[src/core/lbst_pkg.sv]
// shared types and timing constants for the bank state tracker
package lbst_pkg;

  // ****************************************************************
  // clock and timing
  // ****************************************************************
  localparam int CLK_MHZ = 10;
  localparam int NS_PER_US = 1000;
  localparam int T_RCD_NS = 18;
  localparam int T_RP_NS = 18;
  localparam int T_RFCPB_NS = 60;
  localparam int T_RFCAB_NS = 130;
  localparam int T_MRW_NS = 50;
  localparam int T_MRR_NS = 20;
  localparam int T_XP_NS = 8;
  localparam int T_XSR_NS = 140;
  localparam int T_INIT5_NS = 10000;
  localparam int BURST_CLKS = 2;

  // least times: round up, never below one cycle
  function automatic int lbst_cyc(input int ns);
    int c;
    c = (ns * CLK_MHZ + NS_PER_US - 1) / NS_PER_US;
    return (c < 1) ? 1 : c;
  endfunction : lbst_cyc

  localparam int RCD_CYC = lbst_cyc(T_RCD_NS);
  localparam int RP_CYC = lbst_cyc(T_RP_NS);
  localparam int RFCPB_CYC = lbst_cyc(T_RFCPB_NS);
  localparam int RFCAB_CYC = lbst_cyc(T_RFCAB_NS);
  localparam int MRW_CYC = lbst_cyc(T_MRW_NS);
  localparam int MRR_CYC = lbst_cyc(T_MRR_NS);
  localparam int XP_CYC = lbst_cyc(T_XP_NS);
  localparam int XSR_CYC = lbst_cyc(T_XSR_NS);
  localparam int INIT5_CYC = lbst_cyc(T_INIT5_NS);

  localparam int TMR_W = 16;
  localparam int PB_REFRESH_BANKS = 8;
  localparam logic [TMR_W-1:0] TMR_ONE = 16'h0001;

  // ****************************************************************
  // bank states, commands, power modes
  // ****************************************************************
  localparam int BANK_W = 17;
  typedef enum logic [BANK_W-1:0] {
    BK_POWER_ON    = 17'h0_0001,
    BK_RESETTING   = 17'h0_0002,
    BK_IDLE        = 17'h0_0004,
    BK_ACTIVATING  = 17'h0_0008,
    BK_ACTIVE      = 17'h0_0010,
    BK_READING     = 17'h0_0020,
    BK_WRITING     = 17'h0_0040,
    BK_READ_AP     = 17'h0_0080,
    BK_WRITE_AP    = 17'h0_0100,
    BK_PRECHARGING = 17'h0_0200,
    BK_PRE_ALL     = 17'h0_0400,
    BK_REF_PB      = 17'h0_0800,
    BK_REF_AB      = 17'h0_1000,
    BK_MR_WRITING  = 17'h0_2000,
    BK_MRR_IDLE    = 17'h0_4000,
    BK_MRR_ACTIVE  = 17'h0_8000,
    BK_MRR_RESET   = 17'h1_0000
  } lbst_bank_e;

  typedef enum logic [3:0] {
    CMD_NOP   = 4'h0,
    CMD_ACT   = 4'h1,
    CMD_READ  = 4'h2,
    CMD_WRITE = 4'h3,
    CMD_PRE   = 4'h4,
    CMD_REF   = 4'h5,
    CMD_MRW   = 4'h6,
    CMD_MRR   = 4'h7,
    CMD_BST   = 4'h8,
    CMD_RESET = 4'h9,
    CMD_SREF  = 4'hA,
    CMD_DPD   = 4'hB
  } lbst_cmd_e;

  typedef enum logic [3:0] {
    PW_NORMAL = 4'h1,
    PW_PDOWN  = 4'h2,
    PW_SREF   = 4'h4,
    PW_DPD    = 4'h8
  } lbst_pwr_e;

endpackage : lbst_pkg

[src/core/lbst_tracker.sv]
// top of the bank state tracker: cke and power modes, command gating, one machine per bank
`timescale 1ns/1ps
`default_nettype none
// What this block does
// - leaving resetting power-down goes idle if tINIT5 expired, else stays resetting
// - bank commands count only with cke high on previous and current edge
// - activate on idle bank opens row, activating until tRCD, then active
// - per-bank refresh only on idle bank, refreshing until tRFCpb, then idle
// - all-bank refresh needs all idle, lasts tRFCab, ends all idle
// - mode write from all idle holds writing state until tMRW, then idle
// - mode read from idle, active or resetting lasts tMRR, then returns
// - reset via mode write from all idle or power-on enters resetting
// - precharge closes row, precharging until tRP, then idle; precharge-all likewise
// - precharge to an idle bank still imposes tRP
// - active bank: read starts reading, write starts writing, mode read reads
// - new read or write, with or without auto-precharge, accepted during a burst without auto-precharge
// - burst terminate ends the most recent read or write burst if it has no auto-precharge, bank goes active
// - auto-precharge burst keeps bank busy until tRP after precharge, ends idle
// - self-refresh and deep power-down exits are asynchronous, not sampled commands
// - per-bank refresh only on eight-bank devices
module lbst_tracker import lbst_pkg::*; #(
  parameter int NUM_BANKS = 8,
  parameter int BA_W = $clog2(NUM_BANKS),
  parameter int RCD_C = RCD_CYC,
  parameter int RP_C = RP_CYC,
  parameter int RFCPB_C = RFCPB_CYC,
  parameter int RFCAB_C = RFCAB_CYC,
  parameter int MRW_C = MRW_CYC,
  parameter int MRR_C = MRR_CYC,
  parameter int XP_C = XP_CYC,
  parameter int XSR_C = XSR_CYC,
  parameter int INIT5_C = INIT5_CYC,
  parameter int BURST_C = BURST_CLKS
) (
  // clock and reset
  input wire logic ref_clk,
  input wire logic resetn,
  // clock enable pin
  input wire logic ckePin,
  // decoded command from the command/address capture
  input wire lbst_cmd_e cmd,
  input wire logic [BA_W-1:0] bankAddr,
  input wire logic allBank,
  input wire logic autoPre,
  // status
  output logic [NUM_BANKS*BANK_W-1:0] bankState,
  output lbst_pwr_e powerMode_r,
  output logic illegalCmd_r,
  output logic cmdTaken_r,
  output logic nopLock_r,
  output logic initDone_r,
  output logic allIdle_r
);

  // ****************************************************************
  // elaboration checks
  // ****************************************************************
  if (NUM_BANKS != 4 && NUM_BANKS != 8) begin : gBanksChk
    $error("NUM_BANKS must be 4 or 8");
  end
  // a zero interval would leave a bank timer at rest and the bank stuck in its transient
  if (INIT5_C >= (1 << TMR_W) || XSR_C >= (1 << TMR_W) || XP_C < 1 || BURST_C < 1 || RCD_C < 1 || RP_C < 1 ||
      RFCPB_C < 1 || RFCAB_C < 1 || MRW_C < 1 || MRR_C < 1) begin : gTmrChk
    $error("timing count out of range");
  end

  logic rstSync1_r;
  logic rstSync2_r;
  logic rstN;
  logic ckeS1_r;
  logic ckeS2_r;
  logic ckeS3_r;
  logic ckeLvl_r;
  logic ckePrev_r;
  logic ckeRise;
  logic ckeFall;
  logic ckeBoth;
  logic go;
  logic commit;
  logic violation;
  logic anyBad;
  logic anyStrict;
  logic allIdle;
  logic initExit;
  logic toPowerOn;
  logic [TMR_W-1:0] exitTmr_r;
  logic [TMR_W-1:0] initTmr_r;
  logic [BA_W-1:0] lastRw_r;
  logic [NUM_BANKS-1:0] badV;
  logic [NUM_BANKS-1:0] strictV;
  logic [NUM_BANKS-1:0] idleV;

  // ****************************************************************
  // reset release and cke synchroniser
  // ****************************************************************
  always_ff @(posedge ref_clk or negedge resetn) begin
    if (!resetn) begin
      rstSync1_r <= 1'b0;
      rstSync2_r <= 1'b0;
    end else begin
      rstSync1_r <= 1'b1;
      rstSync2_r <= rstSync1_r;
    end
  end
  assign rstN = rstSync2_r;

  // cke exits from self-refresh and deep power-down arrive unclocked, so only a filtered level is used
  always_ff @(posedge ref_clk or negedge rstN) begin
    if (!rstN) begin
      ckeS1_r <= 1'b0;
      ckeS2_r <= 1'b0;
      ckeS3_r <= 1'b0;
      ckeLvl_r <= 1'b0;
      ckePrev_r <= 1'b0;
    end else begin
      ckeS1_r <= ckePin;
      ckeS2_r <= ckeS1_r;
      ckeS3_r <= ckeS2_r;
      if (ckeS2_r == ckeS3_r) begin
        ckeLvl_r <= ckeS3_r;
      end
      ckePrev_r <= ckeLvl_r;
    end
  end

  assign ckeRise = ckeLvl_r && !ckePrev_r;
  assign ckeFall = ckePrev_r && !ckeLvl_r;
  assign ckeBoth = ckeLvl_r && ckePrev_r;

  // ****************************************************************
  // command gating
  // ****************************************************************
  assign anyBad = |badV;
  assign anyStrict = |strictV;
  assign allIdle = &idleV;
  // bank commands only with cke high on both edges, in normal mode
  assign go = ckeBoth && (powerMode_r == PW_NORMAL) && (cmd != CMD_NOP) && !nopLock_r && !anyStrict;
  // anything but NOP while locked is flagged and dropped
  assign violation = ckeBoth && (powerMode_r == PW_NORMAL) && (cmd != CMD_NOP) && (nopLock_r || anyStrict);
  // one bank refusing a device-wide command rejects it for all banks
  assign commit = go && !anyBad;
  assign initExit = (powerMode_r == PW_PDOWN) && ckeRise && initDone_r;
  assign toPowerOn = (powerMode_r == PW_DPD) && ckeRise;

  // ****************************************************************
  // bank machines
  // ****************************************************************
  for (genvar i = 0; i < NUM_BANKS; i++) begin : gBank
    lbst_bank_e bankSt;
    lbst_bank #(
      .RCD_C(RCD_C),
      .RP_C(RP_C),
      .RFCPB_C(RFCPB_C),
      .RFCAB_C(RFCAB_C),
      .MRW_C(MRW_C),
      .MRR_C(MRR_C),
      .BURST_C(BURST_C),
      .PB_REF_EN(NUM_BANKS == PB_REFRESH_BANKS)
    ) uBank (
      .clk(ref_clk),
      .rstN(rstN),
      .go(go),
      .commit(commit),
      .cmd(cmd),
      .sel(bankAddr == BA_W'(i)),
      .allBank(allBank),
      .autoPre(autoPre),
      .bstHit(lastRw_r == BA_W'(i)),
      .devIdle(allIdle),
      .initExit(initExit),
      .toPowerOn(toPowerOn),
      .state_r(bankSt),
      .bad(badV[i]),
      .strict(strictV[i]),
      .isIdle(idleV[i])
    );
    assign bankState[i*BANK_W +: BANK_W] = bankSt;
  end

  // ****************************************************************
  // power modes and exit lockout
  // ****************************************************************
  always_ff @(posedge ref_clk or negedge rstN) begin
    if (!rstN) begin
      powerMode_r <= PW_NORMAL;
    end else begin
      case (powerMode_r)
        PW_NORMAL: begin
          if (ckeFall) begin
            if (cmd == CMD_SREF && allIdle) begin
              powerMode_r <= PW_SREF;
            end else if (cmd == CMD_DPD && allIdle) begin
              powerMode_r <= PW_DPD;
            end else begin
              powerMode_r <= PW_PDOWN;
            end
          end
        end
        PW_PDOWN, PW_SREF, PW_DPD: begin
          if (ckeRise) begin
            powerMode_r <= PW_NORMAL;
          end
        end
        default: powerMode_r <= PW_NORMAL;
      endcase
    end
  end

  // the lockout only guards the command stream; the clock toggling it needs is the controller's duty
  always_ff @(posedge ref_clk or negedge rstN) begin
    if (!rstN) begin
      exitTmr_r <= '0;
      nopLock_r <= 1'b0;
    end else if (ckeRise && powerMode_r == PW_PDOWN) begin
      exitTmr_r <= TMR_W'(XP_C);
      nopLock_r <= 1'b1;
    end else if (ckeRise && powerMode_r == PW_SREF) begin
      exitTmr_r <= TMR_W'(XSR_C);
      nopLock_r <= 1'b1;
    end else if (exitTmr_r != '0) begin
      exitTmr_r <= exitTmr_r - TMR_ONE;
      nopLock_r <= (exitTmr_r != TMR_ONE);
    end
  end

  // ****************************************************************
  // initialisation timer and burst owner
  // ****************************************************************
  always_ff @(posedge ref_clk or negedge rstN) begin
    if (!rstN) begin
      initTmr_r <= '0;
      initDone_r <= 1'b0;
    end else if (commit && cmd == CMD_RESET) begin
      initTmr_r <= TMR_W'(INIT5_C);
      initDone_r <= 1'b0;
    end else if (initTmr_r != '0) begin
      initTmr_r <= initTmr_r - TMR_ONE;
      initDone_r <= (initTmr_r == TMR_ONE);
    end
  end

  always_ff @(posedge ref_clk or negedge rstN) begin
    if (!rstN) begin
      lastRw_r <= '0;
    end else if (commit && (cmd == CMD_READ || cmd == CMD_WRITE)) begin
      lastRw_r <= bankAddr;
    end
  end

  always_ff @(posedge ref_clk or negedge rstN) begin
    if (!rstN) begin
      illegalCmd_r <= 1'b0;
      cmdTaken_r <= 1'b0;
      allIdle_r <= 1'b0;
    end else begin
      illegalCmd_r <= violation || (go && anyBad);
      cmdTaken_r <= commit;
      allIdle_r <= allIdle;
    end
  end

endmodule : lbst_tracker
`default_nettype wire

[src/core/lbst_bank.sv]
// one bank's command state machine with its own timer
`timescale 1ns/1ps
`default_nettype none
module lbst_bank import lbst_pkg::*; #(
  parameter int RCD_C = RCD_CYC,
  parameter int RP_C = RP_CYC,
  parameter int RFCPB_C = RFCPB_CYC,
  parameter int RFCAB_C = RFCAB_CYC,
  parameter int MRW_C = MRW_CYC,
  parameter int MRR_C = MRR_CYC,
  parameter int BURST_C = BURST_CLKS,
  parameter bit PB_REF_EN = 1'b1
) (
  // clock and reset
  input wire logic clk,
  input wire logic rstN,
  // command presented this edge
  input wire logic go,
  input wire logic commit,
  input wire lbst_cmd_e cmd,
  input wire logic sel,
  input wire logic allBank,
  input wire logic autoPre,
  input wire logic bstHit,
  input wire logic devIdle,
  // forced moves from the power logic
  input wire logic initExit,
  input wire logic toPowerOn,
  // status
  output lbst_bank_e state_r,
  output logic bad,
  output logic strict,
  output logic isIdle
);

  logic [TMR_W-1:0] tmr_r;
  logic [TMR_W-1:0] loadVal;
  lbst_bank_e cmdNxt;
  lbst_bank_e expNxt;
  logic ok;
  logic timed;
  logic hit;
  logic devWide;

  // ****************************************************************
  // legal command per state
  // ****************************************************************
  always_comb begin
    devWide = (cmd == CMD_MRW) || (cmd == CMD_MRR) || (cmd == CMD_RESET) || (cmd == CMD_SREF) ||
              (cmd == CMD_DPD) || (allBank && ((cmd == CMD_PRE) || (cmd == CMD_REF)));
    hit = devWide || ((cmd == CMD_BST) ? bstHit : sel);
    cmdNxt = state_r;
    loadVal = '0;
    ok = 1'b0;
    expNxt = state_r;
    timed = 1'b1;
    case (state_r)
      BK_POWER_ON: begin
        timed = 1'b0;
        if (cmd == CMD_RESET) begin
          ok = 1'b1;
          cmdNxt = BK_RESETTING;
        end
      end
      BK_RESETTING: begin
        timed = 1'b0;
        if (cmd == CMD_MRR) begin
          ok = 1'b1;
          cmdNxt = BK_MRR_RESET;
          loadVal = TMR_W'(MRR_C);
        end
      end
      BK_IDLE: begin
        timed = 1'b0;
        if (cmd == CMD_ACT) begin
          ok = 1'b1;
          cmdNxt = BK_ACTIVATING;
          loadVal = TMR_W'(RCD_C);
        end else if (cmd == CMD_REF && !allBank) begin
          ok = PB_REF_EN;
          cmdNxt = BK_REF_PB;
          loadVal = TMR_W'(RFCPB_C);
        end else if (cmd == CMD_REF) begin
          ok = devIdle;
          cmdNxt = BK_REF_AB;
          loadVal = TMR_W'(RFCAB_C);
        end else if (cmd == CMD_MRW) begin
          ok = devIdle;
          cmdNxt = BK_MR_WRITING;
          loadVal = TMR_W'(MRW_C);
        end else if (cmd == CMD_RESET) begin
          ok = devIdle;
          cmdNxt = BK_RESETTING;
        end else if (cmd == CMD_MRR) begin
          ok = 1'b1;
          cmdNxt = BK_MRR_IDLE;
          loadVal = TMR_W'(MRR_C);
        end else if (cmd == CMD_PRE) begin
          ok = 1'b1;
          cmdNxt = allBank ? BK_PRE_ALL : BK_PRECHARGING;
          loadVal = TMR_W'(RP_C);
        end
      end
      BK_ACTIVE: begin
        timed = 1'b0;
        if (cmd == CMD_READ || cmd == CMD_WRITE) begin
          ok = 1'b1;
          if (autoPre) begin
            cmdNxt = (cmd == CMD_READ) ? BK_READ_AP : BK_WRITE_AP;
            loadVal = TMR_W'(BURST_C + RP_C);
          end else begin
            cmdNxt = (cmd == CMD_READ) ? BK_READING : BK_WRITING;
            loadVal = TMR_W'(BURST_C);
          end
        end else if (cmd == CMD_MRR) begin
          ok = 1'b1;
          cmdNxt = BK_MRR_ACTIVE;
          loadVal = TMR_W'(MRR_C);
        end else if (cmd == CMD_PRE) begin
          ok = 1'b1;
          cmdNxt = allBank ? BK_PRE_ALL : BK_PRECHARGING;
          loadVal = TMR_W'(RP_C);
        end
      end
      BK_READING, BK_WRITING: begin
        expNxt = BK_ACTIVE;
        if (cmd == CMD_READ || cmd == CMD_WRITE) begin
          ok = 1'b1;
          if (autoPre) begin
            cmdNxt = (cmd == CMD_READ) ? BK_READ_AP : BK_WRITE_AP;
            loadVal = TMR_W'(BURST_C + RP_C);
          end else begin
            cmdNxt = (cmd == CMD_READ) ? BK_READING : BK_WRITING;
            loadVal = TMR_W'(BURST_C);
          end
        end else if (cmd == CMD_BST) begin
          ok = 1'b1;
          cmdNxt = BK_ACTIVE;
        end else if (cmd == CMD_PRE && allBank) begin
          ok = 1'b1;
          cmdNxt = BK_PRE_ALL;
          loadVal = TMR_W'(RP_C);
        end
      end
      BK_ACTIVATING, BK_PRECHARGING: begin
        // no command to this bank until the interval is over, except a precharge-all
        expNxt = (state_r == BK_ACTIVATING) ? BK_ACTIVE : BK_IDLE;
        if (cmd == CMD_PRE && allBank) begin
          ok = 1'b1;
          cmdNxt = BK_PRE_ALL;
          loadVal = TMR_W'(RP_C);
        end
      end
      BK_READ_AP, BK_WRITE_AP: expNxt = BK_IDLE;
      BK_PRE_ALL, BK_REF_PB, BK_REF_AB, BK_MR_WRITING, BK_MRR_IDLE: expNxt = BK_IDLE;
      BK_MRR_ACTIVE: expNxt = BK_ACTIVE;
      BK_MRR_RESET: expNxt = BK_RESETTING;
      default: begin
        expNxt = BK_POWER_ON;
        timed = 1'b1;
      end
    endcase
    bad = go && hit && !ok;
    strict = (state_r == BK_PRE_ALL) || (state_r == BK_REF_PB) || (state_r == BK_REF_AB) ||
             (state_r == BK_MR_WRITING) || (state_r == BK_MRR_IDLE) || (state_r == BK_MRR_ACTIVE) ||
             (state_r == BK_MRR_RESET);
    isIdle = (state_r == BK_IDLE);
  end

  // ****************************************************************
  // state and timer
  // ****************************************************************
  always_ff @(posedge clk or negedge rstN) begin
    if (!rstN) begin
      state_r <= BK_POWER_ON;
    end else if (toPowerOn) begin
      state_r <= BK_POWER_ON;
    end else if (initExit && state_r == BK_RESETTING) begin
      state_r <= BK_IDLE;
    end else if (commit && hit && ok) begin
      state_r <= cmdNxt;
    end else if (timed && tmr_r == TMR_ONE) begin
      state_r <= expNxt;
    end
  end

  always_ff @(posedge clk or negedge rstN) begin
    if (!rstN) begin
      tmr_r <= '0;
    end else if (commit && hit && ok) begin
      tmr_r <= loadVal;
    end else if (tmr_r != '0) begin
      tmr_r <= tmr_r - TMR_ONE;
    end
  end

endmodule : lbst_bank
`default_nettype wire

[config.mk]
export PLATFORM = sky130hd
export DESIGN_NAME = lbst_tracker
export DESIGN_NICKNAME = d
export VERILOG_FILES = /design/src/core/lbst_pkg.sv /design/src/core/lbst_tracker.sv /design/src/core/lbst_bank.sv
export SDC_FILE = /design/constraint.sdc
export NUM_CORES = 1
export LEC_CHECK = 0
export CAP_MARGIN = 25
export CORE_ASPECT_RATIO = 1.1
export CORE_MARGIN = 2
export CORE_UTILIZATION = 35
export CTS_CLUSTER_DIAMETER = 50
export DETAILED_ROUTE_END_ITERATION = 16
export DONT_BUFFER_PORTS = 1
export SLEW_MARGIN = 0
export SYNTH_ARGS = -nofsm -noshare
export SYNTH_HDL_FRONTEND = slang
export SYNTH_SLANG_ARGS = --single-unit
[constraint.sdc]
create_clock -name ref_clk -period 9.4 [get_ports ref_clk]
set_clock_uncertainty 0.1 [all_clocks]
set_input_delay 1.41 -clock ref_clk [delete_from_list [all_inputs] [get_ports ref_clk]]
set_output_delay 1.41 -clock ref_clk [all_outputs]
set_load 0.03 [all_outputs]
==> results.cfg <==
[synthesis]
async_flop_share_pct = 100.0
synth-compound-area-share_pct = 14.69
synth_edf_count = 0
synth_seq_cells = 315
synth_top_family_by_area = simple AND/OR/NAND/NOR gates
synth_xor_area_share_pct = 6.866
syn_avg_cell_area_sq_um = 8.304
syn-num-nets = 2413
syn-cell-area_sq_um = 19770
ys_warn_count = 0
ys_seq_area_share_pct = 39.92
yosys.area_share.simple_pct = 32.87
syn_inst = 2381
yosysUniqueCellTypes = 90
synth_ff_type = dfrtp_1
synth_adder_area_share_pct = 1.316
synth.mux.area_fraction_pct = 1.133

[clock_tree]
cts_buffer_depth = 3
cts_resized = 0
cts_hold_buf = 0
postCtsSetupRepairBufs = 0
root_buffer = clkbuf_16
clkTransAtPathRegs_ps = 50
clk_latency_ps = 580
cts_tree = done
htreeDepth = 2
clock_sink_count = 315
numCtsBuffers = 43

[timing]
slew_viol_final = 0
setup_viol = 0
rsz0062_at_grt = false
finalHoldViolCount = 0
worst_pin_slew_ps = 1159
fin_crit_sh_pct = 65.70
tns_ps = 0
fmax_mhz = 161.9
period_minus_slack_ps = 6176
slew_headroom_pct = 21.65

[layout]
drive_gt1_share_pct = 7.673
stdcell_count = 3130
finish.instance_area_sq_um = 22000
fin_util_pct = 39.27
layout.nets = 2387
area_growth_pct = 11.24

[drt]
via_per_inst = 6.082
num_vias = 19040
wl_per_cell_um = 23.44
wl_mm = 73.36
final_antenna_net_count = 0
drt_pass1_iterations = 8
route.detailed.drc = 0
drtIter0Drc = 1907

[hold_path]
hp-class = flop to flop
hold_depth = 0

[place]
gp_congestion = 1.018
port_buffers = 0
dpl.hpwl_mm = 53.34
dpl_cell_area_sq_um = 20610
place_inst = 3053

[flow_run]
maxCapViolCount = 0

[pwr]
clockPowerShare_pct = 49.3
p_sw_mw = 0.8213
switching_share_pct = 25.63
p_seq_share_pct = 44.7
irDropWorstVdd_mv = 0.1153
comb_power_share_pct = 6.0
p_per_area_nw_per_um2 = 145.7
p_int_mw = 2.384
total_leakage_power_nw = 7.937

[die]
ios = 157
start_util_pct = 35.30
die_area_sq_um = 58410
num_rows = 91
die_h_um = 253.3
coreArea_sq_um = 56020
chipWidth_um = 230.6

[setup_path]
worst_r2r_path_depth = 13
path_class = flop to flop
arrival_ps = 6560
cp_max_fo = 32
cp.required_ps = 9790
endpoint_kind = flop
start_kind = flop

[global_routing]
grt_pass1_wl_mm = 111.5
antenna_found_initial = 1
grt_max_degree = 173
grt_usage_pct = 24.68
grt_pass1_vias = 18290
grt-ovfl-total = 0

[outcome]
outcome = finished clean
final cells by class:
type,count,area (sq um)
multi-input combinational,1909,11290
antenna,1,2.502
tap,744,930.9
clock inverter,23,212.7
inverter,48,180.2
clock buffer,52,1150
sequential,315,7898
fill,5651,34020
timing repair buffer,38,329.1
power by group through the flow:
stage	clock network (mW)	registers, mW	logic, mW
floorplan	0	1.46	0.118
global placement	0	1.45	0.183
detailed placement	0	1.46	0.189
CTS	1.62	1.43	0.190
global route	1.68	1.44	0.211
finish	1.58	1.43	0.192
routing by layer:
layer	vias up	wire [um]	GRT usage [%]
li1	8596	-	-
met1	9255	28730	30.59
met2	972	33220	39.04
met3	213	7891	7.669
met4	2	3495	11.80
met5	-	12	0
cells by family after synthesis:
| family | count (synthesis) |
|---|---|
| AO/OA/AOI/OAI | 467 |
| XOR/XNOR | 155 |
| adder cells (fa/ha/maj) | 21 |
| buffers and inverters | 157 |
| flip-flops | 315 |
| multiplexers | 21 |
| other | 1 |
| AND/OR/NAND/NOR | 1244 |
Yosys cell counts (7+ instances only):
cell type / number / share of area, %
a211oi_1: 11 / 0.42
a21o_1: 7 / 0.27
a21oi_1: 114 / 2.9
a311oi_1: 7 / 0.31
a31oi_1: 11 / 0.35
and2_1: 18 / 0.57
and3_1: 24 / 0.76
buf_2: 20 / 0.51
clkbuf_1: 83 / 1.6
dfrtp_1: 306 / 39
dfstp_2: 9 / 1.2
ha_1: 20 / 1.3
inv_1: 48 / 0.91
mux2_2: 11 / 0.63
mux2i_1: 10 / 0.51
nand2_1: 272 / 5.2
nand2b_1: 32 / 1.0
nand3_1: 78 / 2.0
nand3b_1: 13 / 0.49
nand4_1: 45 / 1.4
nand4b_1: 14 / 0.62
nor2_1: 327 / 6.2
nor2b_1: 33 / 1.0
nor3_1: 124 / 3.1
nor3b_1: 11 / 0.42
nor4_1: 91 / 2.9
nor4b_1: 25 / 1.1
o211ai_1: 10 / 0.38
o21ai_0: 156 / 3.9
o21ai_1: 12 / 0.30
o221ai_1: 14 / 0.62
o22ai_1: 21 / 0.66
o31ai_1: 28 / 1.1
or2_2: 19 / 0.60
or3_1: 35 / 1.1
or4_1: 42 / 1.6
xnor2_1: 97 / 4.3
xor2_1: 58 / 2.6
worst max-delay path, stage by stage, from the launching register on:
cell,delay (ps)
dfrtp_1,600
or4_1,790
nor4b_1,800
nand4_1,260
nor4_2,540
nor4_1,170
a211o_1,390
nand4bb_4,430
nor4_4,350
buf_4,370
a21boi_2,590
buf_4,390
a41oi_1,90
o31ai_2,210
through the flow:
step                      setup WS (ps)  hold WS (ps)  power, mW
after floorplan                    4155         231.1      1.580
after global placement             3486         238.2      1.637
after detailed placement           3458         236.4      1.645
after CTS                          3531         249.4      3.241
after global routing               2981         255.9      3.324
final                              3224         248.7      3.205
final timing paths:
check	startpoint	end	slack [ps]
max reg2reg	gBank[1].uBank.state_r[10]	gBank[4].uBank.state_r[1]	3220
max	gBank[1].uBank.state_r[10]	gBank[4].uBank.state_r[1]	3220
min in group asynchronous	rstN	gBank[1].uBank.tmr_r[2]	360
min reg2reg	ckeS1_r	ckeS2_r	250
min	ckeS1_r	ckeS2_r	250
max in group asynchronous	rstN	gBank[0].uBank.tmr_r[3]	7310
state kept, by name, indices dropped and copies added, names as in the netlist, 3 cells and up:
name                 flops
lastRw_r                 3
gBank.uBank.state_r    136
gBank.uBank.tmr_r      128
initTmr_r               16
powerMode_r              4
exitTmr_r               16
cells in the final DEF, fill, tap and decap left out, types with 13 or more instances in the layout:
cell type / count
nor4b_1: 24
a21oi_1: 114
and2_1: 18
o221ai_1: 14
nand4_1: 45
inv_1: 48
nand2b_1: 32
o21ai_0: 156
clkbuf_16: 43
ha_1: 20
xor2_1: 58
or2_2: 19
dfrtp_1: 305
or3_1: 35
buf_4: 33
nand2_1: 272
nand3_1: 78
nand3b_1: 13
nor2_1: 327
nor3_1: 123
and3_1: 24
nor4_1: 91
nand4b_1: 14
or4_1: 42
o31ai_1: 28
xnor2_1: 97
o22ai_1: 21
nor2b_1: 33
Power figures use the tool's default switching activity.
